[config.mk]
export PLATFORM = sky130hd
export DESIGN_NAME = ihc_top
export DESIGN_NICKNAME = d
export VERILOG_FILES = /design/src/design/ihc_pkg.sv /design/src/design/ihc_top.sv
export SDC_FILE = /design/constraint.sdc
export NUM_CORES = 1
export LEC_CHECK = 0
export BUFFER_PORTS_ARGS = -buffer_cell sky130_fd_sc_hd__buf_4
export CELL_PAD_IN_SITES_DETAIL_PLACEMENT = 1
export CELL_PAD_IN_SITES_GLOBAL_PLACEMENT = 2
export CORE_MARGIN = 2
export CORE_UTILIZATION = 38
export DETAILED_ROUTE_END_ITERATION = 12
export PLACE_DENSITY = 0.88
export SYNTH_ARGS = -nofsm -noshare
export SYNTH_HDL_FRONTEND = slang
export SYNTH_SLANG_ARGS = --single-unit
[constraint.sdc]
create_clock -name aclk -period 11.9 [get_ports aclk]
set_clock_uncertainty 0.05 [all_clocks]
set_input_delay 0 -clock aclk [delete_from_list [all_inputs] [get_ports aclk]]
set_output_delay 0 -clock aclk [all_outputs]
set_load 0.05 [all_outputs]
[src/design/ihc_pkg.sv]
// package for the input function and homing control block
package ihc_pkg;
    // ************************************************************
    // register map (AXI4-Lite byte addresses)
    // ************************************************************
    localparam logic [7:0] ADDR_CFG = 8'h00;
    localparam logic [7:0] ADDR_CMD = 8'h04;
    localparam logic [7:0] ADDR_PRESET = 8'h08;
    localparam logic [7:0] ADDR_STATUS = 8'h0C;
    localparam logic [7:0] ADDR_MPOS = 8'h10;
    localparam logic [7:0] ADDR_EPOS = 8'h14;
    localparam logic [7:0] ADDR_CAPT = 8'h18;
    localparam logic [7:0] ADDR_GEAR = 8'h1C;
    localparam logic [1:0] RESP_OKAY = 2'h0;
    localparam logic [1:0] RESP_SLVERR = 2'h2;

    // ************************************************************
    // input functions, 3 bits per input in cfg[8:0], polarity cfg[11:9]
    // ************************************************************
    localparam logic [2:0] FN_GP = 3'h0;
    localparam logic [2:0] FN_CWLIM = 3'h1;
    localparam logic [2:0] FN_CCWLIM = 3'h2;
    localparam logic [2:0] FN_START = 3'h3;
    localparam logic [2:0] FN_ESTOP = 3'h4;
    localparam logic [2:0] FN_STOPJOG = 3'h5;
    localparam logic [2:0] FN_HOME = 3'h6;
    localparam int CFG_POL = 9;
    localparam int CFG_ENC = 12;
    localparam int CFG_GEAR = 13;
    localparam int CFG_PROX = 14;

    // ************************************************************
    // command bits (write pulses)
    // ************************************************************
    localparam int CMD_JOG_CW = 0;
    localparam int CMD_JOG_CCW = 1;
    localparam int CMD_REG = 2;
    localparam int CMD_IDX = 3;
    localparam int CMD_HOME_CW = 4;
    localparam int CMD_HOME_CCW = 5;
    localparam int CMD_STOP = 6;
    localparam int CMD_RESET_ERR = 7;
    localparam int CMD_PROX = 8;
    localparam int CMD_IDX_DIR = 9;

    localparam int POS_W = 24;
    localparam int PAUSE_MS = 2000;
    localparam int CLK_KHZ = 20000;
    localparam int PAUSE_CYC = PAUSE_MS * CLK_KHZ;

    typedef enum logic [8:0] {
        IHC_IDLE = 9'h001,
        IHC_RUN = 9'h002,
        IHC_H_FWD = 9'h004,
        IHC_H_DEC1 = 9'h008,
        IHC_H_P1 = 9'h010,
        IHC_H_REV = 9'h020,
        IHC_H_P2 = 9'h040,
        IHC_H_RET = 9'h080,
        IHC_H_SLOW = 9'h100
    } ihc_state_e;

    // motion request to the profile generator
    typedef struct packed {
        logic run;
        logic dir_ccw;
        logic slow;
        logic halt_now;
        logic ramp_stop;
    } ihc_motion_s;
endpackage : ihc_pkg

[src/design/ihc_top.sv]
// input function assignment, stop logic, capture and homing sequencer
`timescale 1ns/1ps
`default_nettype none
// Behaviour
// - limit matching travel direction halts jog, registration and index moves at once, no ramp.
// - after a limit halt only motion away from that limit is accepted.
// - indexer move waits pending until a start input goes inactive to active.
// - encoder mode with input 3 as start captures position on every edge.
// - emergency halt input stops motion immediately; drive stays enabled.
// - no move begins while emergency halt input is active.
// - stop-jog rising edge ramps down manual or registration moves only.
// - encoder mode with input 3 stop-jog captures only on an effective stop.
// - gearing moves motor by encoder change scaled by programmable ratio.
// - general purpose inputs do not affect motion; states are reported.
// - preset loads the signed 24-bit motor position register.
// - homing runs until home active, ramps down, stops, pauses 2 s.
// - after first pause run reverse at speed until home releases.
// - on home release during reverse, ramp to stop and pause 2 s.
// - return at starting speed and stop exactly on home activating.
// - overtravel during the first forward homing run stops at once, pauses, then reverse phases.
// - home already active: reverse until release, pause, slow return.
// - overtravel already active: start directly with reverse run.
// - counter-clockwise homing mirrors directions and overtravel limit.
// - proximity homing ignores home until proximity flag rises after start.
// - proximity rise ramps to starting speed, then stops on home activation.
// - each input function and active polarity is configurable.
module ihc_top #(
    parameter int PAUSE_CYCLES = ihc_pkg::PAUSE_CYC
) (
    input wire logic aclk,
    input wire logic aresetn,
    input wire logic [2:0] pin_in,
    input wire logic profile_done,
    input wire logic step_pulse,
    input wire logic [31:0] s_axi_awaddr,
    input wire logic s_axi_awvalid,
    output logic s_axi_awready,
    input wire logic [31:0] s_axi_wdata,
    input wire logic [3:0] s_axi_wstrb,
    input wire logic s_axi_wvalid,
    output logic s_axi_wready,
    output logic [1:0] s_axi_bresp,
    output logic s_axi_bvalid,
    input wire logic s_axi_bready,
    input wire logic [31:0] s_axi_araddr,
    input wire logic s_axi_arvalid,
    output logic s_axi_arready,
    output logic [31:0] s_axi_rdata,
    output logic [1:0] s_axi_rresp,
    output logic s_axi_rvalid,
    input wire logic s_axi_rready,
    output ihc_pkg::ihc_motion_s motion,
    output logic drive_enable,
    output logic gear_step,
    output logic gear_dir_ccw
);
    import ihc_pkg::*;

    typedef struct packed {
        logic [2:0] sync1, sync2, act_q;
        logic [31:0] cfg;
        logic [31:0] gear_ratio;
        logic [POS_W-1:0] mpos, epos, capt;
        logic [31:0] gear_acc;
        ihc_state_e st;
        logic dir_ccw, mv_jog, idx_pend, idx_dir, prox_q, prox_seen, lim_cw_err, lim_ccw_err;
        logic [31:0] pause_cnt;
        ihc_motion_s mot;
        logic gstep, gdir;
        logic aw_hold, w_hold;
        logic [7:0] awa;
        logic [31:0] wd;
        logic bvalid;
        logic [1:0] bresp;
        logic rvalid;
        logic [1:0] rresp;
        logic [31:0] rdata;
    } ihc_reg_s;
    ihc_reg_s r, next_r;

    // ************************************************************
    // per-input qualification
    // ************************************************************
    logic [2:0] act, rise, tog, fn_cw, fn_ccw, fn_start, fn_estop, fn_stop, fn_home;
    // each input has its own function field and polarity bit
    genvar gi;
    generate
        for (gi = 0; gi < 3; gi++) begin : g_in
            logic [2:0] fn;
            logic enc_lost;
            assign fn = r.cfg[3*gi +: 3];
            assign act[gi] = r.sync2[gi] ^ r.cfg[CFG_POL + gi];
            assign rise[gi] = act[gi] & ~r.act_q[gi];
            assign tog[gi] = act[gi] ^ r.act_q[gi];
            // inputs 1,2 lose their discrete function in encoder mode
            assign enc_lost = r.cfg[CFG_ENC] && (gi < 2);
            assign fn_cw[gi] = !enc_lost && fn == FN_CWLIM;
            assign fn_ccw[gi] = !enc_lost && fn == FN_CCWLIM;
            assign fn_start[gi] = !enc_lost && fn == FN_START;
            assign fn_estop[gi] = !enc_lost && fn == FN_ESTOP;
            assign fn_stop[gi] = !enc_lost && fn == FN_STOPJOG;
            assign fn_home[gi] = !enc_lost && fn == FN_HOME;
        end
    endgenerate
    logic lim_cw, lim_ccw, estop, estop_rise, start_rise, stop_rise, home_act, home_rise, home_fall, prox_en;
    assign lim_cw = |(act & fn_cw);
    assign lim_ccw = |(act & fn_ccw);
    assign estop = |(act & fn_estop);
    assign estop_rise = |(rise & fn_estop);
    assign start_rise = |(rise & fn_start);
    assign stop_rise = |(rise & fn_stop);
    assign home_act = |(act & fn_home);
    assign home_rise = |(rise & fn_home);
    assign home_fall = |(~act & r.act_q & fn_home);
    assign prox_en = r.cfg[CFG_PROX];

    // quadrature decode of synchronised phases
    logic [1:0] qa_ab, qa_prev;
    logic q_up, q_dn;
    assign qa_ab = {r.sync2[0], r.sync2[1]};
    assign qa_prev = {r.act_q[0] ^ r.cfg[CFG_POL], r.act_q[1] ^ r.cfg[CFG_POL + 1]};
    assign q_up = r.cfg[CFG_ENC] && ((qa_prev == 2'h0 && qa_ab == 2'h2) || (qa_prev == 2'h2 && qa_ab == 2'h3) ||
                  (qa_prev == 2'h3 && qa_ab == 2'h1) || (qa_prev == 2'h1 && qa_ab == 2'h0));
    assign q_dn = r.cfg[CFG_ENC] && ((qa_prev == 2'h0 && qa_ab == 2'h1) || (qa_prev == 2'h1 && qa_ab == 2'h3) ||
                  (qa_prev == 2'h3 && qa_ab == 2'h2) || (qa_prev == 2'h2 && qa_ab == 2'h0));

    // ************************************************************
    // bus write/read decode helpers
    // ************************************************************
    logic wr_fire, rd_fire;
    logic [31:0] cmd;
    assign wr_fire = r.aw_hold && r.w_hold && !r.bvalid;
    assign rd_fire = s_axi_arvalid && !r.rvalid;
    assign cmd = (wr_fire && r.awa == ADDR_CMD) ? r.wd : 32'h0;

    // ************************************************************
    // next-state logic
    // ************************************************************
    always_comb begin
        logic moving, begin_ok, h_ccw, ot_fwd;
        logic [32:0] gsum;
        gsum = 33'h0;
        h_ccw = r.dir_ccw;
        ot_fwd = h_ccw ? lim_ccw : lim_cw;
        moving = r.st != IHC_IDLE;
        begin_ok = !estop && !moving;
        next_r = r;
        next_r.sync1 = pin_in;
        next_r.sync2 = r.sync1;
        next_r.act_q = act;
        next_r.mot.halt_now = 1'b0;
        next_r.mot.ramp_stop = 1'b0;
        next_r.gstep = 1'b0;
        next_r.prox_q = 1'b0;
        // encoder count and step-based motor position
        if (q_up) next_r.epos = r.epos + 1'b1;
        else if (q_dn) next_r.epos = r.epos - 1'b1;
        if (step_pulse) next_r.mpos = r.mot.dir_ccw ? r.mpos - 1'b1 : r.mpos + 1'b1;
        // gearing: accumulate ratio per encoder count, step on carry
        if (r.cfg[CFG_GEAR] && (q_up || q_dn) && !estop) begin
            gsum = {1'b0, r.gear_acc} + {1'b0, r.gear_ratio};
            next_r.gear_acc = gsum[31:0];
            next_r.gstep = gsum[32];
            next_r.gdir = q_dn;
        end
        // capture on input 3 in encoder mode
        if (r.cfg[CFG_ENC] && fn_start[2] && tog[2]) next_r.capt = r.epos;
        if (r.cfg[CFG_ENC] && fn_stop[2] && rise[2] && r.st == IHC_RUN && r.mv_jog)
            next_r.capt = r.epos;
        // proximity edge, held only after homing starts
        if (cmd[CMD_PROX]) next_r.prox_q = 1'b1;
        if (r.prox_q && r.st != IHC_IDLE && r.st != IHC_RUN) next_r.prox_seen = 1'b1;
        if (cmd[CMD_RESET_ERR]) begin
            next_r.lim_cw_err = 1'b0;
            next_r.lim_ccw_err = 1'b0;
        end
        if (cmd[CMD_IDX]) begin
            next_r.idx_pend = 1'b1;
            next_r.idx_dir = cmd[CMD_IDX_DIR];
        end
        case (r.st)
            IHC_IDLE: begin
                next_r.mot.run = 1'b0;
                next_r.mot.slow = 1'b0;
                next_r.prox_seen = 1'b0;
                if (begin_ok && (cmd[CMD_JOG_CW] || cmd[CMD_JOG_CCW] || cmd[CMD_REG])) begin
                    if (!(cmd[CMD_JOG_CCW] ? (lim_ccw || r.lim_ccw_err) : (lim_cw || r.lim_cw_err))) begin
                        next_r.st = IHC_RUN;
                        next_r.mv_jog = 1'b1;
                        next_r.mot.run = 1'b1;
                        next_r.mot.dir_ccw = cmd[CMD_JOG_CCW];
                    end
                end else if (begin_ok && r.idx_pend && start_rise) begin
                    next_r.idx_pend = cmd[CMD_IDX];
                    if (!(r.idx_dir ? (lim_ccw || r.lim_ccw_err) : (lim_cw || r.lim_cw_err))) begin
                        next_r.st = IHC_RUN;
                        next_r.mv_jog = 1'b0;
                        next_r.mot.run = 1'b1;
                        next_r.mot.dir_ccw = r.idx_dir;
                    end
                end else if (begin_ok && (cmd[CMD_HOME_CW] || cmd[CMD_HOME_CCW])) begin
                    next_r.dir_ccw = cmd[CMD_HOME_CCW];
                    next_r.mot.run = 1'b1;
                    next_r.mot.slow = 1'b0;
                    if ((cmd[CMD_HOME_CCW] ? lim_ccw : lim_cw) || (home_act && !prox_en)) begin
                        next_r.st = IHC_H_REV;
                        next_r.mot.dir_ccw = !cmd[CMD_HOME_CCW];
                    end else begin
                        next_r.st = IHC_H_FWD;
                        next_r.mot.dir_ccw = cmd[CMD_HOME_CCW];
                    end
                end
            end
            IHC_RUN: begin
                if (r.mv_jog && stop_rise) next_r.mot.ramp_stop = 1'b1;
                if (cmd[CMD_STOP]) next_r.mot.ramp_stop = 1'b1;
                if (profile_done) begin
                    next_r.st = IHC_IDLE;
                    next_r.mot.run = 1'b0;
                end
            end
            IHC_H_FWD: begin
                if (prox_en && r.prox_seen && !r.mot.slow) begin
                    next_r.mot.slow = 1'b1;
                end else if (prox_en && r.mot.slow && home_rise) begin
                    next_r.mot.halt_now = 1'b1;
                    next_r.mot.run = 1'b0;
                    next_r.st = IHC_IDLE;
                end else if (!prox_en && home_rise) begin
                    next_r.mot.ramp_stop = 1'b1;
                    next_r.st = IHC_H_DEC1;
                end
            end
            IHC_H_DEC1: begin
                if (profile_done) begin
                    next_r.st = IHC_H_P1;
                    next_r.mot.run = 1'b0;
                    next_r.pause_cnt = 32'(PAUSE_CYCLES);
                end
            end
            IHC_H_P1: begin
                next_r.pause_cnt = r.pause_cnt - 1'b1;
                if (r.pause_cnt <= 32'h1) begin
                    next_r.st = IHC_H_REV;
                    next_r.mot.run = 1'b1;
                    next_r.mot.dir_ccw = !h_ccw;
                end
            end
            IHC_H_REV: begin
                if (home_fall) next_r.mot.ramp_stop = 1'b1;
                if (home_fall) next_r.st = IHC_H_RET;
            end
            IHC_H_RET: begin
                if (profile_done) begin
                    next_r.st = IHC_H_P2;
                    next_r.mot.run = 1'b0;
                    next_r.pause_cnt = 32'(PAUSE_CYCLES);
                end
            end
            IHC_H_P2: begin
                next_r.pause_cnt = r.pause_cnt - 1'b1;
                if (r.pause_cnt <= 32'h1) begin
                    next_r.st = IHC_H_SLOW;
                    next_r.mot.run = 1'b1;
                    next_r.mot.slow = 1'b1;
                    next_r.mot.dir_ccw = h_ccw;
                end
            end
            IHC_H_SLOW: begin
                if (home_rise) begin
                    next_r.mot.halt_now = 1'b1;
                    next_r.mot.run = 1'b0;
                    next_r.st = IHC_IDLE;
                end
            end
            default: next_r.st = IHC_IDLE;
        endcase

        // overtravel while homing forward: stop at once, pause, then reverse
        if ((r.st == IHC_H_FWD || r.st == IHC_H_DEC1) && ot_fwd) begin
            next_r.mot.halt_now = 1'b1;
            next_r.mot.run = 1'b0;
            next_r.st = IHC_H_P1;
            next_r.pause_cnt = 32'(PAUSE_CYCLES);
        end else if (r.mot.run && (r.mot.dir_ccw ? lim_ccw : lim_cw) && r.st == IHC_RUN) begin
            next_r.mot.halt_now = 1'b1;
            next_r.mot.run = 1'b0;
            next_r.st = IHC_IDLE;
            if (r.mot.dir_ccw) next_r.lim_ccw_err = 1'b1;
            else next_r.lim_cw_err = 1'b1;
        end
        // emergency halt overrides everything; drive remains enabled
        if (estop_rise || (estop && r.st != IHC_IDLE)) begin
            next_r.mot.halt_now = 1'b1;
            next_r.mot.run = 1'b0;
            next_r.st = IHC_IDLE;
        end

        // ********************************************************
        // AXI4-Lite slave: one write, one read at a time
        // ********************************************************
        if (s_axi_awvalid && !r.aw_hold) begin
            next_r.aw_hold = 1'b1;
            next_r.awa = s_axi_awaddr[7:0];
        end
        if (s_axi_wvalid && !r.w_hold) begin
            next_r.w_hold = 1'b1;
            next_r.wd = s_axi_wdata;
        end
        if (wr_fire) begin
            next_r.aw_hold = 1'b0;
            next_r.w_hold = 1'b0;
            next_r.bvalid = 1'b1;
            next_r.bresp = RESP_OKAY;
            if (r.awa == ADDR_CFG) next_r.cfg = r.wd;
            else if (r.awa == ADDR_GEAR) next_r.gear_ratio = r.wd;
            else if (r.awa == ADDR_PRESET) next_r.mpos = r.wd[POS_W-1:0];
            else if (r.awa != ADDR_CMD) next_r.bresp = RESP_SLVERR;
        end
        if (r.bvalid && s_axi_bready) next_r.bvalid = 1'b0;
        if (rd_fire) begin
            next_r.rvalid = 1'b1;
            next_r.rresp = RESP_OKAY;
            if (s_axi_araddr[7:0] == ADDR_CFG) next_r.rdata = r.cfg;
            else if (s_axi_araddr[7:0] == ADDR_STATUS)
                next_r.rdata = {15'h0, r.st, r.prox_seen, r.idx_pend, r.lim_ccw_err, r.lim_cw_err,
                                r.mot.run, act};
            else if (s_axi_araddr[7:0] == ADDR_MPOS) next_r.rdata = 32'(signed'(r.mpos));
            else if (s_axi_araddr[7:0] == ADDR_EPOS) next_r.rdata = 32'(signed'(r.epos));
            else if (s_axi_araddr[7:0] == ADDR_CAPT) next_r.rdata = 32'(signed'(r.capt));
            else if (s_axi_araddr[7:0] == ADDR_GEAR) next_r.rdata = r.gear_ratio;
            else begin
                next_r.rdata = 32'h0;
                next_r.rresp = RESP_SLVERR;
            end
        end
        if (r.rvalid && s_axi_rready) next_r.rvalid = 1'b0;
    end

    // ************************************************************
    // state register
    // ************************************************************
    always_ff @(posedge aclk) begin
        if (!aresetn) begin
            r <= '0;
            r.st <= IHC_IDLE;
        end else begin
            r <= next_r;
        end
    end

    assign s_axi_awready = !r.aw_hold;
    assign s_axi_wready = !r.w_hold;
    assign s_axi_bvalid = r.bvalid;
    assign s_axi_bresp = r.bresp;
    assign s_axi_arready = !r.rvalid;
    assign s_axi_rvalid = r.rvalid;
    assign s_axi_rdata = r.rdata;
    assign s_axi_rresp = r.rresp;
    assign motion = r.mot;
    assign drive_enable = 1'b1;
    assign gear_step = r.gstep;
    assign gear_dir_ccw = r.gdir;
endmodule : ihc_top
`default_nettype wire

After elaboration in Yosys (flattened, before gate mapping). Cells that the tools add are included.

$lt $le $gt $ge: 1. Muxes and demuxes: 98. Bitwise operators: 27. Equal/unequal tests: 74. Add/subtract/negate cells: 6. Reduce and logical (&&, ||, !) cells: 124.

Operators with widths (number): $mux 24 (10); $mux 32 (6); $mux 9 (14); $pmux 9 s9 (1); $pmux 32 s2 (1); $logic_and 1x1->1 (56); $add 24x1->24 const B (2); $sub 24x1->24 const B (2); $mux 2 (21); $eq 8x5->1 const B (5); $add 32x32->33 (1); $mux 33 (1); $le 32x1->1 const B (1); $sub 32x1->32 const B (1); $mux 1 (31); $and 3x3->3 (10); $ne 4x4->1 const B (7); $eq 3x3->1 const B (9); $reduce_or 3->1 (9); $mux 26 (1); $ne 2x2->1 const B (12); $reduce_and 12->1 (2); $mux 10 (2); $eq 3x2->1 const B (6); 48 further kinds (119).

Flip-flop bits (word level): 313. Word-level logic and storage cells: 367.

Depth between registers and ports, before layout.
Depth in word-level cells: 13. Depth in mapped cells: 16. Gate-level depth less buffers: 16.

Worst setup path before layout. OpenSTA, ideal clock, no wires.

Path type: flip-flop to flip-flop. Start: reg r, in the netlist g_in[0].enc_lost. End: reg r[215] (netlist bit). Path slack: 8102 ps. Clock period less this slack: 3798 ps. Arrival time: 3617 ps. Stages on the path, launching flop included: 17. Cells stage by stage: dfxtp_1 -> clkbuf_1 -> clkbuf_1 -> nand2b_1 -> nor2_1 -> inv_1 -> ha_1 -> a21o_1 -> a21oi_1 -> o21ai_0 -> or4b_2 -> a21oi_1 -> o211ai_1 -> a31oi_1 -> mux2i_1 -> o21ai_0 -> nor3b_1.

Longest elaborated chain between the ends: 2. Elaborated cells on any way between the ends: 4. Classes of those cells: mux (1); reduce/logical (3).

RTL lines: from (decl) (line ihc_top.sv:79) `ihc_reg_s r, next_r;`; from (signal assigned) (line ihc_top.sv:348) `r <= next_r;`; $logic_and 1x1->1, on equally long branches (line ihc_top.sv:122, ihc_top.sv:124); $mux 24 or $reduce_bool 2->1 (tied branches).

Several ways; a longest one is shown, not always the timed one. A chain may end at the register's enable or synchronous reset.

Worst setup path after layout.
Start: reg r[305] (netlist bit). End: reg r[215] (netlist bit).

Longest elaborated chain between the ends: 8. Elaborated cells on any way between the ends: 23. Classes of those cells: eq/ne (3); mux (1); bitwise (1); reduce/logical (18).

RTL lines: $xor 1x1->1 (*) (line ihc_top.sv:121) `assign qa_prev = {r.act_q[0] ^ r.cfg[CFG_POL], r.act_q[1] ^ r.cfg[CFG_POL + 1]};`; $eq 2x2->1 (tied with other cells) (line ihc_top.sv:122, ihc_top.sv:125); $logic_and 1x1->1, on equally long branches (line ihc_top.sv:122, ihc_top.sv:124); $logic_or 1x1->1, on equally long branches (2 in series) (line ihc_top.sv:122, ihc_top.sv:124); $logic_or 1x1->1, on equally long branches (line ihc_top.sv:123, ihc_top.sv:125); $logic_and 1x1->1, on equally long branches (line ihc_top.sv:122, ihc_top.sv:124); $mux 24 or $reduce_bool 2->1 (tied branches).

Mark *: on every way between the ends. The rest lies on a longest branch, timed or not.

==> metrics list <==
* Final Total Pwr: 2.587 mW
* Origin of the critical flop-to-flop path: r[305]
- DP Wirelength: 42.54 mm
- Fillers: 5467
- Reported leakage power: 8.343 nW
- Type of origin of the critical path: flip-flop
- Clock tree buffer depth: 3
- The worst-case IR drop observed on VDD is 0.00009421 V.
- The worst path needs 4.755 ns of the cycle, external delays included.
- Maximum capacitance violations: 0
- Iteration-0 DRC count of the detailed router: 1232
- On the worst path, the slowest cell contributes a delay of 0.62 ns.
- Crit path from: r[305]
- GR Util All Layers: 0.2555
* Ys async rst share: 0
- The worst setup path is captured at a flip-flop.
- OpenSTA, run right after detailed placement, puts the worst setup slack at 7.122 ns.
- Worst hold-check path type: primary input to flip-flop
- Across all register-to-register paths, the minimum setup slack is 7.15 ns.
- The most used flip-flop cell after synthesis is sky130_fd_sc_hd__dfxtp_1.
- Path depth of the worst reg2reg path: 16
- CP max stage cell: sky130_fd_sc_hd__or4b_2
- Of the post-synthesis cell area, the dominant cell type holds 0.3589.
- Final setup violation count: 0
* Clock tree from TritonCTS: done
- Netlist area before placement: 17350 um^2
- The worst hold path passes through 5 cells.
* Final WL: 60.67 mm
- In the final routed layout, each cell accounts on average for 20.89 um.
- Depth of the CTS H-tree: 2
- The total overflow left after global routing is 0.
- After detailed routing, the number of remaining DRC violations is 0.
* Cell count after synthesis: 2204
- The startpoint identified for the worst hold timing path is s_axi_araddr[2].
- Router iterations before antenna repair: 7
- Mean cell area of the mapped netlist: 7.871 um^2
* Arrival @ worst endpoint: 5.10 ns
* Total Die Area: 47370 um^2
- Across the whole layout, storage elements account for 6226 um^2.
- Dominant cells by area after synthesis: sky130_fd_sc_hd__dfxtp_1 36%, sky130_fd_sc_hd__nand2_1 7.9%, sky130_fd_sc_hd__a21oi_1 7.4%
- The final-report hold violation count was 0.
- Wire length of the first global-routing pass: 95.03 mm
- Highest fanout seen on the critical path: 24
* Maximum achievable frequency: 210.3 MHz
* Proportion of synthesized chip area in sequential cells: 0.3589
- Clock-pin transition on the worst setup and hold timing paths: 0.06 ns
- The total area inside the core boundary comes to 45190 um^2.
* Area leader, netlist: sky130_fd_sc_hd__dfxtp_1
- In this run, CTS created clock tree buffers numbering 39.
- In this run, distinct cell masters in the synthesized netlist total 76.
- The run finished with clean final reports.
* Clock insertion delay at the later pin of the skew report: 0.56 ns
* RSZ-0062 raised after global routing: false
- Critical path required time: 12.25 ns
- Startpoint-to-endpoint class of the critical path: flip-flop to flip-flop
- Number of synthesis warnings: 0
- Layout net count: 2473
- Pin placement for this block handled 161 I/O pins.
- Site row count: 78
* Die Span X: 217.7 um
- Antenna violations before repair: 1
- The clock net in this run drives a total of 311 sinks.
- Synth-to-layout area growth: 17.27%
- RePlAce Congestion: 0.8626
* Headroom to the max-slew limit: 0.2379
- Power spread over the standard cell area amounts to 127.2 nW/um^2.
- The cell sitting at the root of the clock tree is a sky130_fd_sc_hd__clkbuf_16.
- Number of nets with antenna violations after detailed routing: 0
- The number of global-route vias before repair came to 17010.
* PortBufs: 105
- Top cell types by occurrence after synthesis: 367 x sky130_fd_sc_hd__nand2_1, 311 x sky130_fd_sc_hd__dfxtp_1, 255 x sky130_fd_sc_hd__a21oi_1, 196 x sky130_fd_sc_hd__nor2_1, 113 x sky130_fd_sc_hd__clkbuf_1
* Share of the clock period used by the worst path after layout: 0.3996
- Fraction of final layout cells sized beyond drive strength 1: 0.09770
- Synthesis inferred 311 register bits.
- Maximum number of pins on one net before global-route repair: 89
* Most frequently used cell type in the post-synthesis netlist: sky130_fd_sc_hd__nand2_1
- The initial utilization of the core area, before any placement, comes to 0.3839.
- Using the TritonRoute via totals, the vias-per-cell ratio works out to 5.718.
- In the post-route analysis, the smallest setup slack over all paths is 7.145 ns.
- Summing all multi-input logic gate instances after layout gives 10240 um^2.
* Fin. max-slew vios: 0
- Cell breakdown of the critical path: xor2_1, xnor2_1, nand2b_1, nor2_1, inv_1, ha_1, a21o_1, a21oi_1, o21ai_0, or4b_2, a21oi_1, o211ai_1, a31oi_1, mux2i_1, o21ai_0, nor3b_1
- EDFF count, synth: 0
- Fin Setup TNS: 0 ns
* Die span in y: 217.7 um
- Tightest Pin Transition: 1.137 ns
- The routed layout has 16610 vias.
-- state kept, by name, summed over array words and instances (netlist names), 2 cells and up --
name / cells
r: 252
s_axi_rdata: 32
g_in.fn: 9
motion: 5
next_r: 3
qa_ab: 2
-- cell type report --
class | instances | area share
Tap cell | 600 | 0.03690
Antenna cell | 1 | 0.0001230
Clock inverter | 12 | 0.008488
Inverter | 39 | 0.007627
Multi-Input combinational cell | 1691 | 0.5036
Timing Repair Buffer | 195 | 0.08070
Clock buffer | 55 | 0.05646
Sequential cell | 311 | 0.3061
-- worst paths after layout --
check	to
hold reg to reg	qa_ab[0]
setup reg to reg	r[215]
hold / removal	s_axi_rdata[18]
setup / recovery	r[215]
-- per-layer routing --
metal,track usage,share of wire,vias up
met5,0,0,-
met4,0.08059,0.030,0
met3,0.04324,0.055,90
met2,0.4258,0.47,370
met1,0.3359,0.45,8234
li1,-,-,7911
-- repair_timing --
item                                   4_1_cts  5_1_grt
endpoints found under the hold margin      107        0
gates resized for setup                      0        0
hold buffers                                71        0
setup buffers                                0        0
-- metrics by stage --
step	cells	hold WS, ns	instance area [um^2]	util
after floorplan	2205	0.06582	17350	-
after global placement	2765	0.1593	18310	0.4052
after detailed placement	2765	0.1683	18310	0.4052
after CTS	2903	0.1313	20340	0.4501
after global routing	2904	0.1657	20340	0.4502
final	2904	0.1444	20340	0.4502
-- power breakdown --
part | switching (mW) | total, mW | internal, mW
clock network | 0.478 | 1.24 | 0.758
logic | 0.159 | 0.251 | 0.0915
registers | 0.0340 | 1.10 | 1.07
-- critical path, delay by kind of cell, from the launching register on --
family | cells | cell delay, ns
DFF | 1 | 0.42
AOI/OAI and AO/OA | 7 | 1.28
and+or+nand+nor | 4 | 1.23
adders and majority gates | 1 | 0.48
muxes | 1 | 0.27
buffers and inverters | 1 | 0.51
xor gates and xnor gates | 2 | 0.36
-- logic make-up after synthesis --
kind of cell | after synthesis | share of synthesized area
other cells | 2 | 0.0004329
flops | 311 | 0.3589
fa+ha+maj | 84 | 0.06189
mux | 67 | 0.03917
xor+xnor | 92 | 0.04645
compound gates | 604 | 0.2156
simple gates | 841 | 0.2240
buf+inv | 203 | 0.05359
-- cells in the final DEF, fill, tap and decap left out, types with 10 or more instances in the layout --
| master | count |
|---|---|
| sky130_fd_sc_hd__a211oi_1 | 41 |
| sky130_fd_sc_hd__nand4_1 | 11 |
| sky130_fd_sc_hd__buf_4 | 124 |
| sky130_fd_sc_hd__a22oi_1 | 44 |
| sky130_fd_sc_hd__nor4_1 | 17 |
| sky130_fd_sc_hd__xnor2_1 | 58 |
| sky130_fd_sc_hd__dlygate4sd3_1 | 71 |
| sky130_fd_sc_hd__o21a_1 | 14 |
| sky130_fd_sc_hd__xor2_1 | 34 |
| sky130_fd_sc_hd__o21bai_1 | 10 |
| sky130_fd_sc_hd__nand3b_1 | 10 |
| sky130_fd_sc_hd__inv_1 | 37 |
| sky130_fd_sc_hd__nor2b_1 | 13 |
| sky130_fd_sc_hd__a31oi_1 | 17 |
| sky130_fd_sc_hd__a21oi_1 | 255 |
| sky130_fd_sc_hd__a311oi_1 | 12 |
| sky130_fd_sc_hd__mux2i_1 | 60 |
| sky130_fd_sc_hd__a21o_1 | 45 |
| sky130_fd_sc_hd__dfxtp_1 | 311 |
| sky130_fd_sc_hd__nand2_1 | 366 |
| sky130_fd_sc_hd__nand2b_1 | 26 |
| sky130_fd_sc_hd__and2_1 | 10 |
| sky130_fd_sc_hd__a221oi_1 | 13 |
| sky130_fd_sc_hd__nor3_1 | 50 |
| sky130_fd_sc_hd__o21ai_0 | 99 |
| sky130_fd_sc_hd__nand3_1 | 54 |
| sky130_fd_sc_hd__nor2_1 | 193 |
| sky130_fd_sc_hd__or3_1 | 22 |
| sky130_fd_sc_hd__ha_1 | 81 |
| sky130_fd_sc_hd__clkbuf_16 | 41 |
No activity file was read; power rests on OpenSTA's default activity.
